`config.mk`:
```
export PLATFORM = sky130hd
export DESIGN_NAME = gpx_gpio
export DESIGN_NICKNAME = d
export VERILOG_FILES = /design/src/gpx_pkg.sv /design/src/gpx_key_if.sv /design/src/gpx_keydet.sv /design/src/gpx_gpio.sv
export SDC_FILE = /design/constraint.sdc
export NUM_CORES = 1
export LEC_CHECK = 0
export BUFFER_PORTS_ARGS = -buffer_cell sky130_fd_sc_hd__buf_2
export CAP_MARGIN = 15
export CORE_MARGIN = 4
export CORE_UTILIZATION = 45
export CTS_BUF_LIST = sky130_fd_sc_hd__clkbuf_8 sky130_fd_sc_hd__clkbuf_16
export CTS_CLUSTER_DIAMETER = 60
export DETAILED_ROUTE_END_ITERATION = 16
export GPL_TIMING_DRIVEN = 0
export HOLD_SLACK_MARGIN = 0.08
export PLACE_DENSITY = 0.77
export SLEW_MARGIN = 20
export SYNTH_ARGS = -nofsm -noshare
export SYNTH_HDL_FRONTEND = slang
export SYNTH_HIERARCHICAL = 1
export SYNTH_SLANG_ARGS = --single-unit
```
`constraint.sdc`:
```
create_clock -name REF_CLK -period 1.7 [get_ports REF_CLK]
set_input_delay 0 -clock REF_CLK [delete_from_list [all_inputs] [get_ports REF_CLK]]
set_output_delay 0 -clock REF_CLK [all_outputs]
set_load 0.05 [all_outputs]
```
`src/gpx_pkg.sv`:
```
package gpx_pkg;

	// ****************************************************************
	// bus geometry
	// ****************************************************************
	localparam int ADDR_W = 8;
	localparam int DATA_W = 32;

	// ****************************************************************
	// register byte offsets
	// ****************************************************************
	localparam logic [7:0] OFF_LATCH4 = 8'h00;
	localparam logic [7:0] OFF_LATCH5 = 8'h04;
	localparam logic [7:0] OFF_LATCH6 = 8'h08;
	localparam logic [7:0] OFF_LATCH7 = 8'h0C;
	localparam logic [7:0] OFF_LATCH12 = 8'h10;
	localparam logic [7:0] OFF_LATCH13 = 8'h14;
	localparam logic [7:0] OFF_DIR5 = 8'h20;
	localparam logic [7:0] OFF_DIR6 = 8'h24;
	localparam logic [7:0] OFF_DIR7 = 8'h28;
	localparam logic [7:0] OFF_DIR12 = 8'h2C;
	localparam logic [7:0] OFF_DIR13 = 8'h30;
	localparam logic [7:0] OFF_PULLUP_OPTION_LOW_REG = 8'h40;
	localparam logic [7:0] OFF_PULLUP_OPTION_HIGH_REG = 8'h44;
	localparam logic [7:0] OFF_MEMEXP = 8'h48;
	localparam logic [7:0] OFF_KRMODE = 8'h4C;
	localparam logic [7:0] OFF_KRFLAG = 8'h50;

	// ****************************************************************
	// reset values and writable masks
	// ****************************************************************
	localparam logic [7:0] DIR_RESET = 8'hFF;
	localparam logic [7:0] PUO_RESET = 8'h00;
	localparam logic [7:0] MEMEXP_RESET = 8'h10;
	localparam logic [7:0] KRMODE_RESET = 8'h00;
	localparam logic [7:0] LATCH_RESET = 8'h00;
	localparam logic [7:0] MEMEXP_WMASK = 8'h37;
	localparam logic [7:0] PULLUP_OPTION_LOW_REG_WMASK = 8'hF0;
	localparam logic [7:0] PULLUP_OPTION_HIGH_REG_WMASK = 8'h30;
	localparam logic [7:0] KRMODE_WMASK = 8'h01;

	// ****************************************************************
	// field positions
	// ****************************************************************
	localparam int PULLUP_OPTION_LOW_REG_P4_BIT = 4;
	localparam int PULLUP_OPTION_LOW_REG_P5_BIT = 5;
	localparam int PULLUP_OPTION_LOW_REG_P6U_BIT = 6;
	localparam int PULLUP_OPTION_LOW_REG_P7_BIT = 7;
	localparam int PULLUP_OPTION_HIGH_REG_P12_BIT = 4;
	localparam int PULLUP_OPTION_HIGH_REG_P13_BIT = 5;
	localparam int MEMEXP_MODE_LSB = 0;
	localparam int MEMEXP_WAIT_LSB = 4;
	localparam int KRMODE_OFF_BIT = 0;
	localparam int KRFLAG_BIT = 0;
	localparam int WAIT_PIN_BIT = 6;

	// ****************************************************************
	// expansion mode codes
	// ****************************************************************
	localparam logic [2:0] MODE_P4_IN = 3'h0;
	localparam logic [2:0] MODE_P4_OUT = 3'h1;
	localparam logic [2:0] MODE_EXP_256 = 3'h3;
	localparam logic [2:0] MODE_EXP_4K = 3'h4;
	localparam logic [2:0] MODE_EXP_16K = 3'h5;
	localparam logic [7:0] P5_ALT_4K = 8'h0F;
	localparam logic [7:0] P5_ALT_16K = 8'h3F;

	// ****************************************************************
	// bus responses
	// ****************************************************************
	localparam logic [1:0] RESP_OKAY = 2'h0;
	localparam logic [1:0] RESP_SLVERR = 2'h2;

endpackage

```
`src/gpx_key_if.sv`:
```
// carries the key return edge detector's pins, control and flag
interface gpx_key_if;
	logic [7:0] pins;
	logic detect_off;
	logic clear;
	logic flag;

	// ****************************************************************
	// detector side and control side
	// ****************************************************************
	modport det (input pins, input detect_off, input clear, output flag);
	modport ctl (output pins, output detect_off, output clear, input flag);
endinterface

```
`src/gpx_keydet.sv`:
```
module gpx_keydet (
	// clock and reset
	input wire logic clk,
	input wire logic rst_n,
	input wire logic ce,
	// detector carrier
	gpx_key_if.det key
);
	// ****************************************************************
	// state
	// ****************************************************************
	typedef struct packed {
		logic [7:0] sync1;
		logic [7:0] sync2;
		logic [7:0] prev;
		logic flag;
	} gpx_kd_state_type;

	gpx_kd_state_type st;
	gpx_kd_state_type next_st;
	logic fall;

	// sync1 feeds only sync2; edges are judged on the settled stages
	always_comb begin
		next_st = st;
		next_st.sync1 = key.pins;
		next_st.sync2 = st.sync1;
		next_st.prev = st.sync2;
		fall = (|(st.prev & ~st.sync2)) & ~key.detect_off;
		// a new edge in the clear cycle wins over the clear
		if (fall) begin
			next_st.flag = 1'b1;
		end else if (key.clear) begin
			next_st.flag = 1'b0;
		end
	end

	// prev and syncs start high, so a pin already low after reset counts as a falling edge
	always_ff @(posedge clk) begin
		if (!rst_n) begin
			st <= '{sync1: 8'hFF, sync2: 8'hFF, prev: 8'hFF, flag: 1'b0};
		end else if (ce) begin
			st <= next_st;
		end
	end

	assign key.flag = st.flag;
endmodule // gpx_keydet

```
`src/gpx_gpio.sv`:
```
// Notes on behaviour
// - port 4 direction is one byte-wide setting from the memory expansion mode register.
// - port 4 inputs share one pull-up enable in the low pull-up register.
// - a falling edge on any port 4 pin sets the key return test flag.
// - after reset ports 4, 5, 6, 7, 12 and 13 are all inputs.
// - each port 5 pin has its own direction bit.
// - port 5 inputs share one pull-up enable in the low pull-up register.
// - each port 6 pin has its own direction bit.
// - the upper four port 6 pins share one pull-up enable.
// - that upper port 6 pull-up enable is bit 6 of the low register.
// - lower port 6 pull-ups are fixed per pin at build, never software.
// - in expansion mode without wait, the wait pin stays an ordinary port pin.
// - port 7 has three pins, per-pin direction, one shared pull-up enable.
// - port 12 has per-pin direction, one high-register pull-up enable.
// - both port 13 pins share one high-register pull-up enable.
// - each port 13 pin has its own direction bit.
// - direction, two pull-up, expansion mode and key return mode registers steer ports.
// - expansion mode gives port 4 and port 6 pins 7, 5 and 4 (pin 6 only with wait) to the bus, and port 5 pins too in the 4K and 16K modes.
// - all direction registers reset to all ones, that is input.
// - pull-ups act only on pins in input mode, never outputs or alternates.
// - both pull-up registers reset to zero.
// - the expansion mode register resets to port 4 input, no expansion.
//
// Local design decisions: the placing of the registers and register access over AXI4-Lite.
module gpx_gpio
	import gpx_pkg::*;
#(
	parameter logic [3:0] P6_LOW_PULLUP = 4'h0
) (
	// clock, reset, enable
	input wire logic REF_CLK,
	input wire logic RESETN,
	input wire logic CE,
	// axi4-lite write address and data
	input wire logic [gpx_pkg::ADDR_W-1:0] AWADDR,
	input wire logic AWVALID,
	output logic AWREADY,
	input wire logic [gpx_pkg::DATA_W-1:0] WDATA,
	input wire logic [3:0] WSTRB,
	input wire logic WVALID,
	output logic WREADY,
	// axi4-lite write response
	output logic [1:0] BRESP,
	output logic BVALID,
	input wire logic BREADY,
	// axi4-lite read
	input wire logic [gpx_pkg::ADDR_W-1:0] ARADDR,
	input wire logic ARVALID,
	output logic ARREADY,
	output logic [gpx_pkg::DATA_W-1:0] RDATA,
	output logic [1:0] RRESP,
	output logic RVALID,
	input wire logic RREADY,
	// port 4 pins
	input wire logic [7:0] P4_IN,
	output logic [7:0] P4_OUT,
	output logic [7:0] P4_OE,
	output logic [7:0] P4_PU,
	// port 5 pins
	input wire logic [7:0] P5_IN,
	output logic [7:0] P5_OUT,
	output logic [7:0] P5_OE,
	output logic [7:0] P5_PU,
	// port 6 pins
	input wire logic [7:0] P6_IN,
	output logic [7:0] P6_OUT,
	output logic [7:0] P6_OE,
	output logic [7:0] P6_PU,
	// port 7 pins
	input wire logic [2:0] P7_IN,
	output logic [2:0] P7_OUT,
	output logic [2:0] P7_OE,
	output logic [2:0] P7_PU,
	// port 12 pins
	input wire logic [7:0] P12_IN,
	output logic [7:0] P12_OUT,
	output logic [7:0] P12_OE,
	output logic [7:0] P12_PU,
	// port 13 pins
	input wire logic [1:0] P13_IN,
	output logic [1:0] P13_OUT,
	output logic [1:0] P13_OE,
	output logic [1:0] P13_PU,
	// external bus controller side
	input wire logic [7:0] BUS_AD_OUT,
	input wire logic BUS_AD_OE,
	output logic [7:0] BUS_AD_IN,
	input wire logic [7:0] BUS_ADDR_HI,
	input wire logic BUS_RD_N,
	input wire logic BUS_WR_N,
	input wire logic BUS_ASTB,
	output logic BUS_WAIT_N,
	output logic BUS_EXP_ON,
	// key return test flag level
	output logic KEY_FLAG
);
	import gpx_pkg::*;

	// ****************************************************************
	// state
	// ****************************************************************
	typedef struct packed {
		logic aw_hold;
		logic [7:0] aw_addr;
		logic w_hold;
		logic [31:0] w_data;
		logic w_lane0;
		logic bvalid;
		logic [1:0] bresp;
		logic rvalid;
		logic [31:0] rdata;
		logic [1:0] rresp;
		logic [7:0] latch4;
		logic [7:0] latch5;
		logic [7:0] latch6;
		logic [2:0] latch7;
		logic [7:0] latch12;
		logic [1:0] latch13;
		logic [7:0] dir5;
		logic [7:0] dir6;
		logic [2:0] dir7;
		logic [7:0] dir12;
		logic [1:0] dir13;
		logic [7:0] pullup_option_low_reg;
		logic [7:0] pullup_option_high_reg;
		logic [7:0] memexp;
		logic [7:0] krmode;
	} gpx_state_type;

	gpx_state_type st;
	gpx_state_type next_st;
	gpx_key_if key ();

	logic [2:0] mode;
	logic exp_on;
	logic p4_out_mode;
	logic wait_used;
	logic [7:0] p5_alt;
	logic [7:0] p6_alt;
	logic [7:0] p6_alt_drive;
	logic [7:0] p6_alt_val;
	logic do_write;
	logic [7:0] wbyte;
	logic [7:0] rd_byte;
	logic rd_hit;
	logic wr_hit;

	// pin value for inputs, latch value for outputs
	function automatic logic [7:0] mix(input logic [7:0] pin, input logic [7:0] lat,
		input logic [7:0] dir);
		mix = (pin & dir) | (lat & ~dir);
	endfunction

	// ****************************************************************
	// key return edge detector
	// ****************************************************************
	assign key.pins = P4_IN;
	assign key.detect_off = st.krmode[KRMODE_OFF_BIT];
	// a write without lane 0 must not clear the flag either
	assign key.clear = do_write && st.w_lane0 && st.aw_addr == OFF_KRFLAG && wbyte[KRFLAG_BIT];

	gpx_keydet u_keydet (
		.clk(REF_CLK),
		.rst_n(RESETN),
		.ce(CE),
		.key(key)
	);

	// ****************************************************************
	// mode decode
	// ****************************************************************
	// expansion codes take the pins; anything else leaves them as ports
	always_comb begin
		mode = st.memexp[MEMEXP_MODE_LSB +: 3];
		exp_on = mode == MODE_EXP_256 || mode == MODE_EXP_4K || mode == MODE_EXP_16K;
		p4_out_mode = mode == MODE_P4_OUT;
		wait_used = exp_on && (st.memexp[MEMEXP_WAIT_LSB +: 2] != 2'h0);
		case (mode)
			MODE_EXP_4K: p5_alt = P5_ALT_4K;
			MODE_EXP_16K: p5_alt = P5_ALT_16K;
			default: p5_alt = 8'h00;
		endcase
		// the wait pin joins the bus only when a wait is really used
		p6_alt_drive = exp_on ? 8'hB0 : 8'h00;
		p6_alt = p6_alt_drive | {1'b0, wait_used, 6'h00};
		p6_alt_val = {BUS_ASTB, 1'b1, BUS_WR_N, BUS_RD_N, 4'h0};
	end

	// ****************************************************************
	// pin drivers and pull-ups
	// ****************************************************************
	// port 4 turns as one byte, so all eight enables move together
	always_comb begin
		P4_OUT = exp_on ? BUS_AD_OUT : st.latch4;
		P4_OE = exp_on ? {8{BUS_AD_OE}} : {8{p4_out_mode}};
		P4_PU = {8{st.pullup_option_low_reg[PULLUP_OPTION_LOW_REG_P4_BIT] & ~exp_on & ~p4_out_mode}};
	end

	// port 5: per-pin direction, upper address pins in the 4K and 16K expansion modes
	always_comb begin
		P5_OUT = (BUS_ADDR_HI & p5_alt) | (st.latch5 & ~p5_alt);
		P5_OE = p5_alt | ~st.dir5;
		P5_PU = {8{st.pullup_option_low_reg[PULLUP_OPTION_LOW_REG_P5_BIT]}} & st.dir5 & ~p5_alt;
	end

	// port 6: upper nibble software pull-up, lower nibble built-in only
	always_comb begin
		P6_OUT = (p6_alt_val & p6_alt_drive) | (st.latch6 & ~p6_alt);
		P6_OE = p6_alt_drive | (~st.dir6 & ~p6_alt);
		P6_PU[7:4] = {4{st.pullup_option_low_reg[PULLUP_OPTION_LOW_REG_P6U_BIT]}} & st.dir6[7:4] & ~p6_alt[7:4];
		P6_PU[3:0] = P6_LOW_PULLUP & st.dir6[3:0];
		BUS_WAIT_N = wait_used ? P6_IN[WAIT_PIN_BIT] : 1'b1;
	end

	// ports 7, 12 and 13 have no bus role here
	always_comb begin
		P7_OUT = st.latch7;
		P7_OE = ~st.dir7;
		P7_PU = {3{st.pullup_option_low_reg[PULLUP_OPTION_LOW_REG_P7_BIT]}} & st.dir7;
		P12_OUT = st.latch12;
		P12_OE = ~st.dir12;
		P12_PU = {8{st.pullup_option_high_reg[PULLUP_OPTION_HIGH_REG_P12_BIT]}} & st.dir12;
		P13_OUT = st.latch13;
		P13_OE = ~st.dir13;
		P13_PU = {2{st.pullup_option_high_reg[PULLUP_OPTION_HIGH_REG_P13_BIT]}} & st.dir13;
	end

	assign BUS_AD_IN = P4_IN;
	assign BUS_EXP_ON = exp_on;
	assign KEY_FLAG = key.flag;

	// ****************************************************************
	// register read decode
	// ****************************************************************
	// unused upper direction bits read as one, like a parked input
	always_comb begin
		rd_hit = 1'b1;
		case (ARADDR)
			OFF_LATCH4: rd_byte = p4_out_mode ? st.latch4 : P4_IN;
			OFF_LATCH5: rd_byte = mix(P5_IN, st.latch5, st.dir5);
			OFF_LATCH6: rd_byte = mix(P6_IN, st.latch6, st.dir6);
			OFF_LATCH7: rd_byte = mix({5'h00, P7_IN}, {5'h00, st.latch7}, {5'h1F, st.dir7});
			OFF_LATCH12: rd_byte = mix(P12_IN, st.latch12, st.dir12);
			OFF_LATCH13: rd_byte = mix({6'h00, P13_IN}, {6'h00, st.latch13}, {6'h3F, st.dir13});
			OFF_DIR5: rd_byte = st.dir5;
			OFF_DIR6: rd_byte = st.dir6;
			OFF_DIR7: rd_byte = {5'h1F, st.dir7};
			OFF_DIR12: rd_byte = st.dir12;
			OFF_DIR13: rd_byte = {6'h3F, st.dir13};
			OFF_PULLUP_OPTION_LOW_REG: rd_byte = st.pullup_option_low_reg;
			OFF_PULLUP_OPTION_HIGH_REG: rd_byte = st.pullup_option_high_reg;
			OFF_MEMEXP: rd_byte = st.memexp;
			OFF_KRMODE: rd_byte = st.krmode;
			OFF_KRFLAG: rd_byte = {7'h00, key.flag};
			default: begin
				rd_byte = 8'h00;
				rd_hit = 1'b0;
			end
		endcase
	end

	// ****************************************************************
	// axi4-lite handshakes
	// ****************************************************************
	// one slot per channel; a held beat blocks the next until used
	assign AWREADY = ~st.aw_hold;
	assign WREADY = ~st.w_hold;
	assign ARREADY = ~st.rvalid;
	assign BVALID = st.bvalid;
	assign BRESP = st.bresp;
	assign RVALID = st.rvalid;
	assign RDATA = st.rdata;
	assign RRESP = st.rresp;
	assign do_write = st.aw_hold && st.w_hold && !st.bvalid;
	assign wbyte = st.w_data[7:0];

	always_comb begin
		case (st.aw_addr)
			OFF_LATCH4, OFF_LATCH5, OFF_LATCH6, OFF_LATCH7, OFF_LATCH12, OFF_LATCH13,
			OFF_DIR5, OFF_DIR6, OFF_DIR7, OFF_DIR12, OFF_DIR13, OFF_PULLUP_OPTION_LOW_REG, OFF_PULLUP_OPTION_HIGH_REG,
			OFF_MEMEXP, OFF_KRMODE, OFF_KRFLAG: wr_hit = 1'b1;
			default: wr_hit = 1'b0;
		endcase
	end

	// ****************************************************************
	// next state
	// ****************************************************************
	always_comb begin
		next_st = st;
		// capture address and data in whichever order they come
		if (AWVALID && !st.aw_hold) begin
			next_st.aw_hold = 1'b1;
			next_st.aw_addr = AWADDR;
		end
		if (WVALID && !st.w_hold) begin
			next_st.w_hold = 1'b1;
			next_st.w_data = WDATA;
			next_st.w_lane0 = WSTRB[0];
		end
		if (st.bvalid && BREADY) begin
			next_st.bvalid = 1'b0;
		end
		// registers sit in lane 0; a write without that lane changes nothing
		if (do_write) begin
			next_st.aw_hold = 1'b0;
			next_st.w_hold = 1'b0;
			next_st.bvalid = 1'b1;
			next_st.bresp = wr_hit ? RESP_OKAY : RESP_SLVERR;
			if (st.w_lane0) begin
				case (st.aw_addr)
					OFF_LATCH4: next_st.latch4 = wbyte;
					OFF_LATCH5: next_st.latch5 = wbyte;
					OFF_LATCH6: next_st.latch6 = wbyte;
					OFF_LATCH7: next_st.latch7 = wbyte[2:0];
					OFF_LATCH12: next_st.latch12 = wbyte;
					OFF_LATCH13: next_st.latch13 = wbyte[1:0];
					OFF_DIR5: next_st.dir5 = wbyte;
					OFF_DIR6: next_st.dir6 = wbyte;
					OFF_DIR7: next_st.dir7 = wbyte[2:0];
					OFF_DIR12: next_st.dir12 = wbyte;
					OFF_DIR13: next_st.dir13 = wbyte[1:0];
					OFF_PULLUP_OPTION_LOW_REG: next_st.pullup_option_low_reg = wbyte & PULLUP_OPTION_LOW_REG_WMASK;
					OFF_PULLUP_OPTION_HIGH_REG: next_st.pullup_option_high_reg = wbyte & PULLUP_OPTION_HIGH_REG_WMASK;
					OFF_MEMEXP: next_st.memexp = wbyte & MEMEXP_WMASK;
					OFF_KRMODE: next_st.krmode = wbyte & KRMODE_WMASK;
					default: next_st.krmode = st.krmode;
				endcase
			end
		end
		// read answers one cycle after the address is taken
		if (st.rvalid && RREADY) begin
			next_st.rvalid = 1'b0;
		end
		if (ARVALID && !st.rvalid) begin
			next_st.rvalid = 1'b1;
			next_st.rdata = {24'h00_0000, rd_byte};
			next_st.rresp = rd_hit ? RESP_OKAY : RESP_SLVERR;
		end
	end

	// ****************************************************************
	// registers
	// ****************************************************************
	// reset leaves every pin undriven and every software pull-up off
	always_ff @(posedge REF_CLK) begin
		if (!RESETN) begin
			st <= '0;
			st.dir5 <= DIR_RESET;
			st.dir6 <= DIR_RESET;
			st.dir7 <= DIR_RESET[2:0];
			st.dir12 <= DIR_RESET;
			st.dir13 <= DIR_RESET[1:0];
			st.pullup_option_low_reg <= PUO_RESET;
			st.pullup_option_high_reg <= PUO_RESET;
			st.memexp <= MEMEXP_RESET;
			st.krmode <= KRMODE_RESET;
			st.latch4 <= LATCH_RESET;
		end else if (CE) begin
			st <= next_st;
		end
	end
endmodule // gpx_gpio

```
After elaboration in Yosys (flattened, before gate mapping)
Cells that the tools add are included.
- add/sub/neg operators: 0
- multipliers: 0
- divide/modulo/power cells: 0
- order comparisons: 0
- equality and inequality tests: 34
- shifts and indexed selects: 0
- mux-type cells: 21
- bitwise operators: 53
- reductions and logical operators: 52
- operator list (operator ; count):
    case mux 8 bit (16 select lines) ; 1
    AND 8 bit ; 15
    equality test 8 x 6 -> 1 bit, second input constant ; 10
    equality test 8 x 7 -> 1 bit, second input constant ; 10
    OR 8 bit ; 9
    NOT 8 bit ; 8
    AND reduction 4 bit ; 15
    2-to-1 mux 35 bit ; 1
    2-to-1 mux 34 bit ; 1
    equality test 8 x 4 -> 1 bit, second input constant ; 4
    equality test 8 x 5 -> 1 bit, second input constant ; 4
    2-to-1 mux 8 bit ; 4
    OR reduction 16 bit ; 2
    AND reduction 2 bit ; 9
    AND 2 x 8 -> 8 bit ; 2
    AND 3 x 8 -> 8 bit ; 2
    equality test 8 x 3 -> 1 bit, second input constant ; 2
    zero test 8 bit ; 2
    case mux 6 bit (2 select lines) ; 1
    nonzero test 2 bit ; 6
    logical AND 1 bit ; 11
    2-to-1 mux 1 bit ; 9
    2-to-1 mux 9 bit ; 1
    AND 4 bit ; 2
    16 further kinds ; 29
- register bits: 160
- bits in latches: 0
- bits in writable memories: 0
- bits in read-only memories: 0
- input bits: 117
- output and inout port bits: 163
- logic and storage cells: 189
- memories: 0

Longest topological paths before layout
- depth in word-level cells: 8
- gate-level depth with buffers: 7
- gate-level depth less buffers: 6

Modules after synthesis
Netlist, hierarchy kept.
- modules (own cells, without submodules) (module ; times used ; cells an instance ; area an instance (µm²) ; seq. area each (µm²)):
    gpx_gpio ; 1 ; 853 ; 6567.5 ; 2182.1
    gpx_keydet ; 1 ; 97 ; 988.4 ; 500.5

Least setup slack after synthesis
Ideal clock, no wire load.
- path kind: flip-flop to output port
- from: reg st, in the netlist mode[2]
- to: out P4_PU[1]
- data arrival time: 2.574 ns
- required time: 1.700 ns
- setup slack: -0.874 ns
- stages on the path, launching flop included: 5
- path buffers: 2
- path through: dfxtp_1 nor2b_1 clkbuf_1 nor3b_1 buf_4
- longest elaborated chain between the ends: 6
- elaborated cells between the ends (all ways): 10
- those cells by class: eq/ne (4); bitwise (4); reduce/logical (2)
- ends and longest elaborated chain (item ; RTL line ; RTL):
    from (decl) ; gpx_gpio.sv:130 ; gpx_state_type st;
    from (signal assigned) ; gpx_gpio.sv:360 ; st <= next_st;
    equality test 3 x 2 -> 1 bit / equality test 3 bit (equally long branches) ; gpx_gpio.sv:175 ; exp_on = mode == MODE_EXP_256 || mode == MODE_EXP_4K || mode == MODE_EXP_16K;
    logical OR 1 bit (2 in a row) ; gpx_gpio.sv:175 ;
    NOT 1 bit ; gpx_gpio.sv:196 ; P4_PU = {8{st.pullup_option_low_reg[PULLUP_OPTION_LOW_REG_P4_BIT] & ~exp_on & ~p4_out_mode}};
    AND 1 bit ; gpx_gpio.sv:196 ;
    AND 1 bit (*) ; gpx_gpio.sv:196 ;
    to (decl) ; gpx_gpio.sv:58 ; output logic [7:0] P4_PU,
Every way passes the cells marked *; elsewhere a longest branch is shown, timed or not.

Worst setup path in the final report
- from: reg st, in the netlist mode[2]
- to: out P4_OE[2]
- longest elaborated chain between the ends: 4
- elaborated cells between the ends (all ways): 7
- those cells by class: eq/ne (4); mux (1); reduce/logical (2)
- ends and longest elaborated chain (item ; RTL line ; RTL):
    equality test 3 x 2 -> 1 bit / equality test 3 bit (equally long branches) ; gpx_gpio.sv:175 ;
    logical OR 1 bit (2 in a row) ; gpx_gpio.sv:175 ;
    2-to-1 mux 8 bit (*) ; gpx_gpio.sv:195 ; P4_OE = exp_on ? {8{BUS_AD_OE}} : {8{p4_out_mode}};
    to (decl) ; gpx_gpio.sv:57 ; output logic [7:0] P4_OE,
Marked as above.

==> metrics.md <==
| Metric | Value |
|---|---|
| Crit-path leading delay family | `buffers and inverters` |
| Layout Nets | `1419` |
| Vias | `between 8000 and 9000` |
| 1st-iter DRT viols | `1180` |
| Worst R2R Path Depth | `8` |
| Mapped cell area | `7560 um2` |
| Placed Area | `9090 um2` |
| Required time of the critical path | `~1700 ps` |
| HPWL Detailed | `21700 um` |
| CTS tree | `done` |
| CP Max Fanout | `8` |
| Min setup slack post-route | `-327 ps` |
| Later-pin clock latency in the skew report | `430 ps` |
| # port buffers | `214` |
| Sequential area share after synthesis | `between 30% and 40%` |
| Fillcell total | `1126` |
| Period utilization | `119%` |
| Drt wl/cell | `between 20 and 25 um` |
| DR vias/cell | `around 5.8` |
| Hold WS | `50.5 ps` |
| EDFF count, synth | `0` |
| CP max-delay cell | `dfxtp_4` |
| Vias in the first global route | `approximately 8200` |
| Mapped Cells | `950` |
| Antenna-violating nets left | `0` |
| Hold-fix buffers at CTS | `42` |
| Max-cap violations | `0` |
| Worst Skew | `10.1 ps` |
| Fin area | `between 10000 and 15000 um2` |
| Most frequent cell after synthesis | `nand2_1` |
| DP Worst Slack | `-861 ps` |
| DIE HEIGHT | `roughly 140 um` |
| Bufs and invs on worst path | `5` |
| Area leader, netlist | `dfxtp_1` |
| Leak pwr | `5.62 nW` |
| Failing checks | `setup timing` |
| Hold violation count in the final report | `0` |
| Critical Path Source Type | `flop` |
| Initial DRT Pass Iterations | `6` |
| CTS Buffer Depth | `2` |
| Antenna violations before repair | `1` |
| Largest net degree at the start of global routing | `17` |
| Boundary Pins | `280` |
| Synth top cells by count | `206 x nand2_1, 134 x dfxtp_1, 83 x buf_4, 67 x a21oi_1, 67 x nand3_1` |
| Setup-failing EPs final | `between 100 and 150` |
| Relative slew slack | `approximately 28%` |
| Initial core utilization | `45.7%` |
| Synth top area share | `35.5%` |
| Core ar. | `16500 um2` |
| Crit Path Class | `reg -> out` |
| Slew @ Worst Pin | `1090 ps` |
| Worst-path cell chain | `buf_6 -> nor2b_4 -> a21oi_4 -> clkinvlp_4 -> buf_6 -> a21o_4 -> buf_6 -> buf_8` |
| CTS Buf Count | `17` |
| Avg Cell Area, Syn | `about 8 um2` |
| First-pass GRT wire length | `45600 um` |
| Top FF cell, synth | `dfxtp_1` |
| Yosys reg bits | `around 130` |
| Hold-critical path depth | `4` |
| Tot Pwr | `8.28 mW` |
| Worst vdd rail ir drop | `0.780 mV` |
| Die area | `18900 um2` |
| Status | `complete, but fails checks` |
| Period minus WS final | `2030 ps` |
| Site Rows | `47` |
| Clock transition at the registers of the reported paths | `~60 ps` |
| Grt ovf | `0` |
| Layout Utilization | `just over 70%` |
| Placed cell count | `between 1000 and 1500` |
| Arr. time, crit path | `2030 ps` |
| DRC | `0` |
| Setup TNS | `-13190 ps` |
| Critical Path Stages | `8` |
| PD cells | `696 nW/um2` |
| Non-Filler Instances | `1535` |
| Total GRT Usage | `31.9%` |
| Async set-reset flop share out of synthesis | `0%` |
| Yosys warnings | `6` |
| Netlist cell types | `59` |
| Antenna Cells | `0` |
| CP endpoint kind | `output pin` |
| Ranking of synthesized cells by area | `dfxtp_1 36%, nand2_1 10%, mux2i_1 8.7%` |
| Most common cell on crit path | `buf_6` |
| Die X | `138 um` |
| Fin. max-slew vios | `0` |
| H-tree depth | `4` |
| CTS root buf | `clkbuf_16` |
| Routability Congestion | `0.979` |
| Max Fclk | `slightly below 0.5 GHz` |
| Worst hold path type | `in -> reg` |
| Share of post-route cells with drive strength above 1 | `46.1%` |
| WL final | `34300 um` |
| RSZ-0062 raised after global routing | `true` |
| Clock sinks | `134` |
| Area Growth Syn to Fin | `57.5%` |
| Max incr delay on CP | `380 ps` |
[cell families after synthesis]
family,share of synthesized area [%]
simple gates,25.7
mux,11.6
flops,35.5
compound gates,13.4
other cells,0.0496
buf+inv,13.7
[what timing repair did]
item                                    4_1_cts  5_1_grt
setup buffers                                32       18
cloned                                        3        1
endpoints found under the hold margin        51        1
pin swaps                                    23       69
endpoints found under the setup margin      142      140
resized for setup                           193      185
[placed cells by master (no fill, tap or decap), types with 34 or more instances in the layout]
| cell type | synthesis | layout |
|---|---|---|
| inv_1 | 33 | 35 |
| nor2_1 | 38 | 35 |
| nand3_2 | 0 | 34 |
| buf_4 | 83 | 104 |
| dlygate4sd3_1 | 0 | 42 |
| nand2_1 | 206 | 156 |
| buf_6 | 3 | 52 |
| dfxtp_1 | 134 | 120 |
| a21oi_1 | 67 | 46 |
| mux2i_1 | 66 | 58 |
| nand2_2 | 1 | 40 |
| buf_2 | 12 | 180 |
[cell type report]
cell class	count	area, um2	share of cell area [%]
Clock inverter	15	164	1.38
Clock buffer	17	425	3.57
Sequential cell	134	2720	22.8
Timing Repair Buffer	308	2330	19.6
Tap cell	220	275	2.31
Buffer	136	1020	8.56
Inverter	34	131	1.10
Multi-Input combinational cell	671	4840	40.7
[flip-flops by register name, summed over array words and instances (netlist names)]
signal	count
P7_OUT	3
RVALID	1
u_keydet/st	8
st	80
P13_OUT	2
RRESP	1
u_keydet/key.flag	1
P12_OUT	8
u_keydet/next_st	16
mode	3
BRESP	1
BVALID	1
key.detect_off	1
RDATA	8
[worst min-delay path, delay by kind of cell]
family                 cells  cell delay [ps]
AOI/OAI and AO/OA          2              170
and+or+nand+nor            1              110
buffers and inverters      1              130
[where the power goes]
part | total [mW] | switching [mW] | internal [mW]
clock network | 3.80 | 1.51 | 2.29
logic | 1.22 | 0.772 | 0.453
registers | 3.26 | 0.0651 | 3.19
total | 8.28 | 2.35 | 5.93
[per-layer routing]
layer	GRT usage [%]	part of all wire, %
met1	41.1	36
met2	51.0	47
met3	7.52	12
met4	14.1	5.6
met5	0	0
[final timing paths]
check,slack [ps],to,from
min reg2reg,460,RDATA[3]$_SDFFE_PN0P_,RDATA[3]$_SDFFE_PN0P_
min,50,RDATA[5]$_SDFFE_PN0P_,ARADDR[3]
max reg2reg,-210,st[46]$_SDFFE_PN1P_,st[169]$_SDFFE_PN0P_
max,-330,P4_OE[2],mode[2]$_SDFFE_PN0P_
No activity file was read; power rests on OpenSTA's default activity.
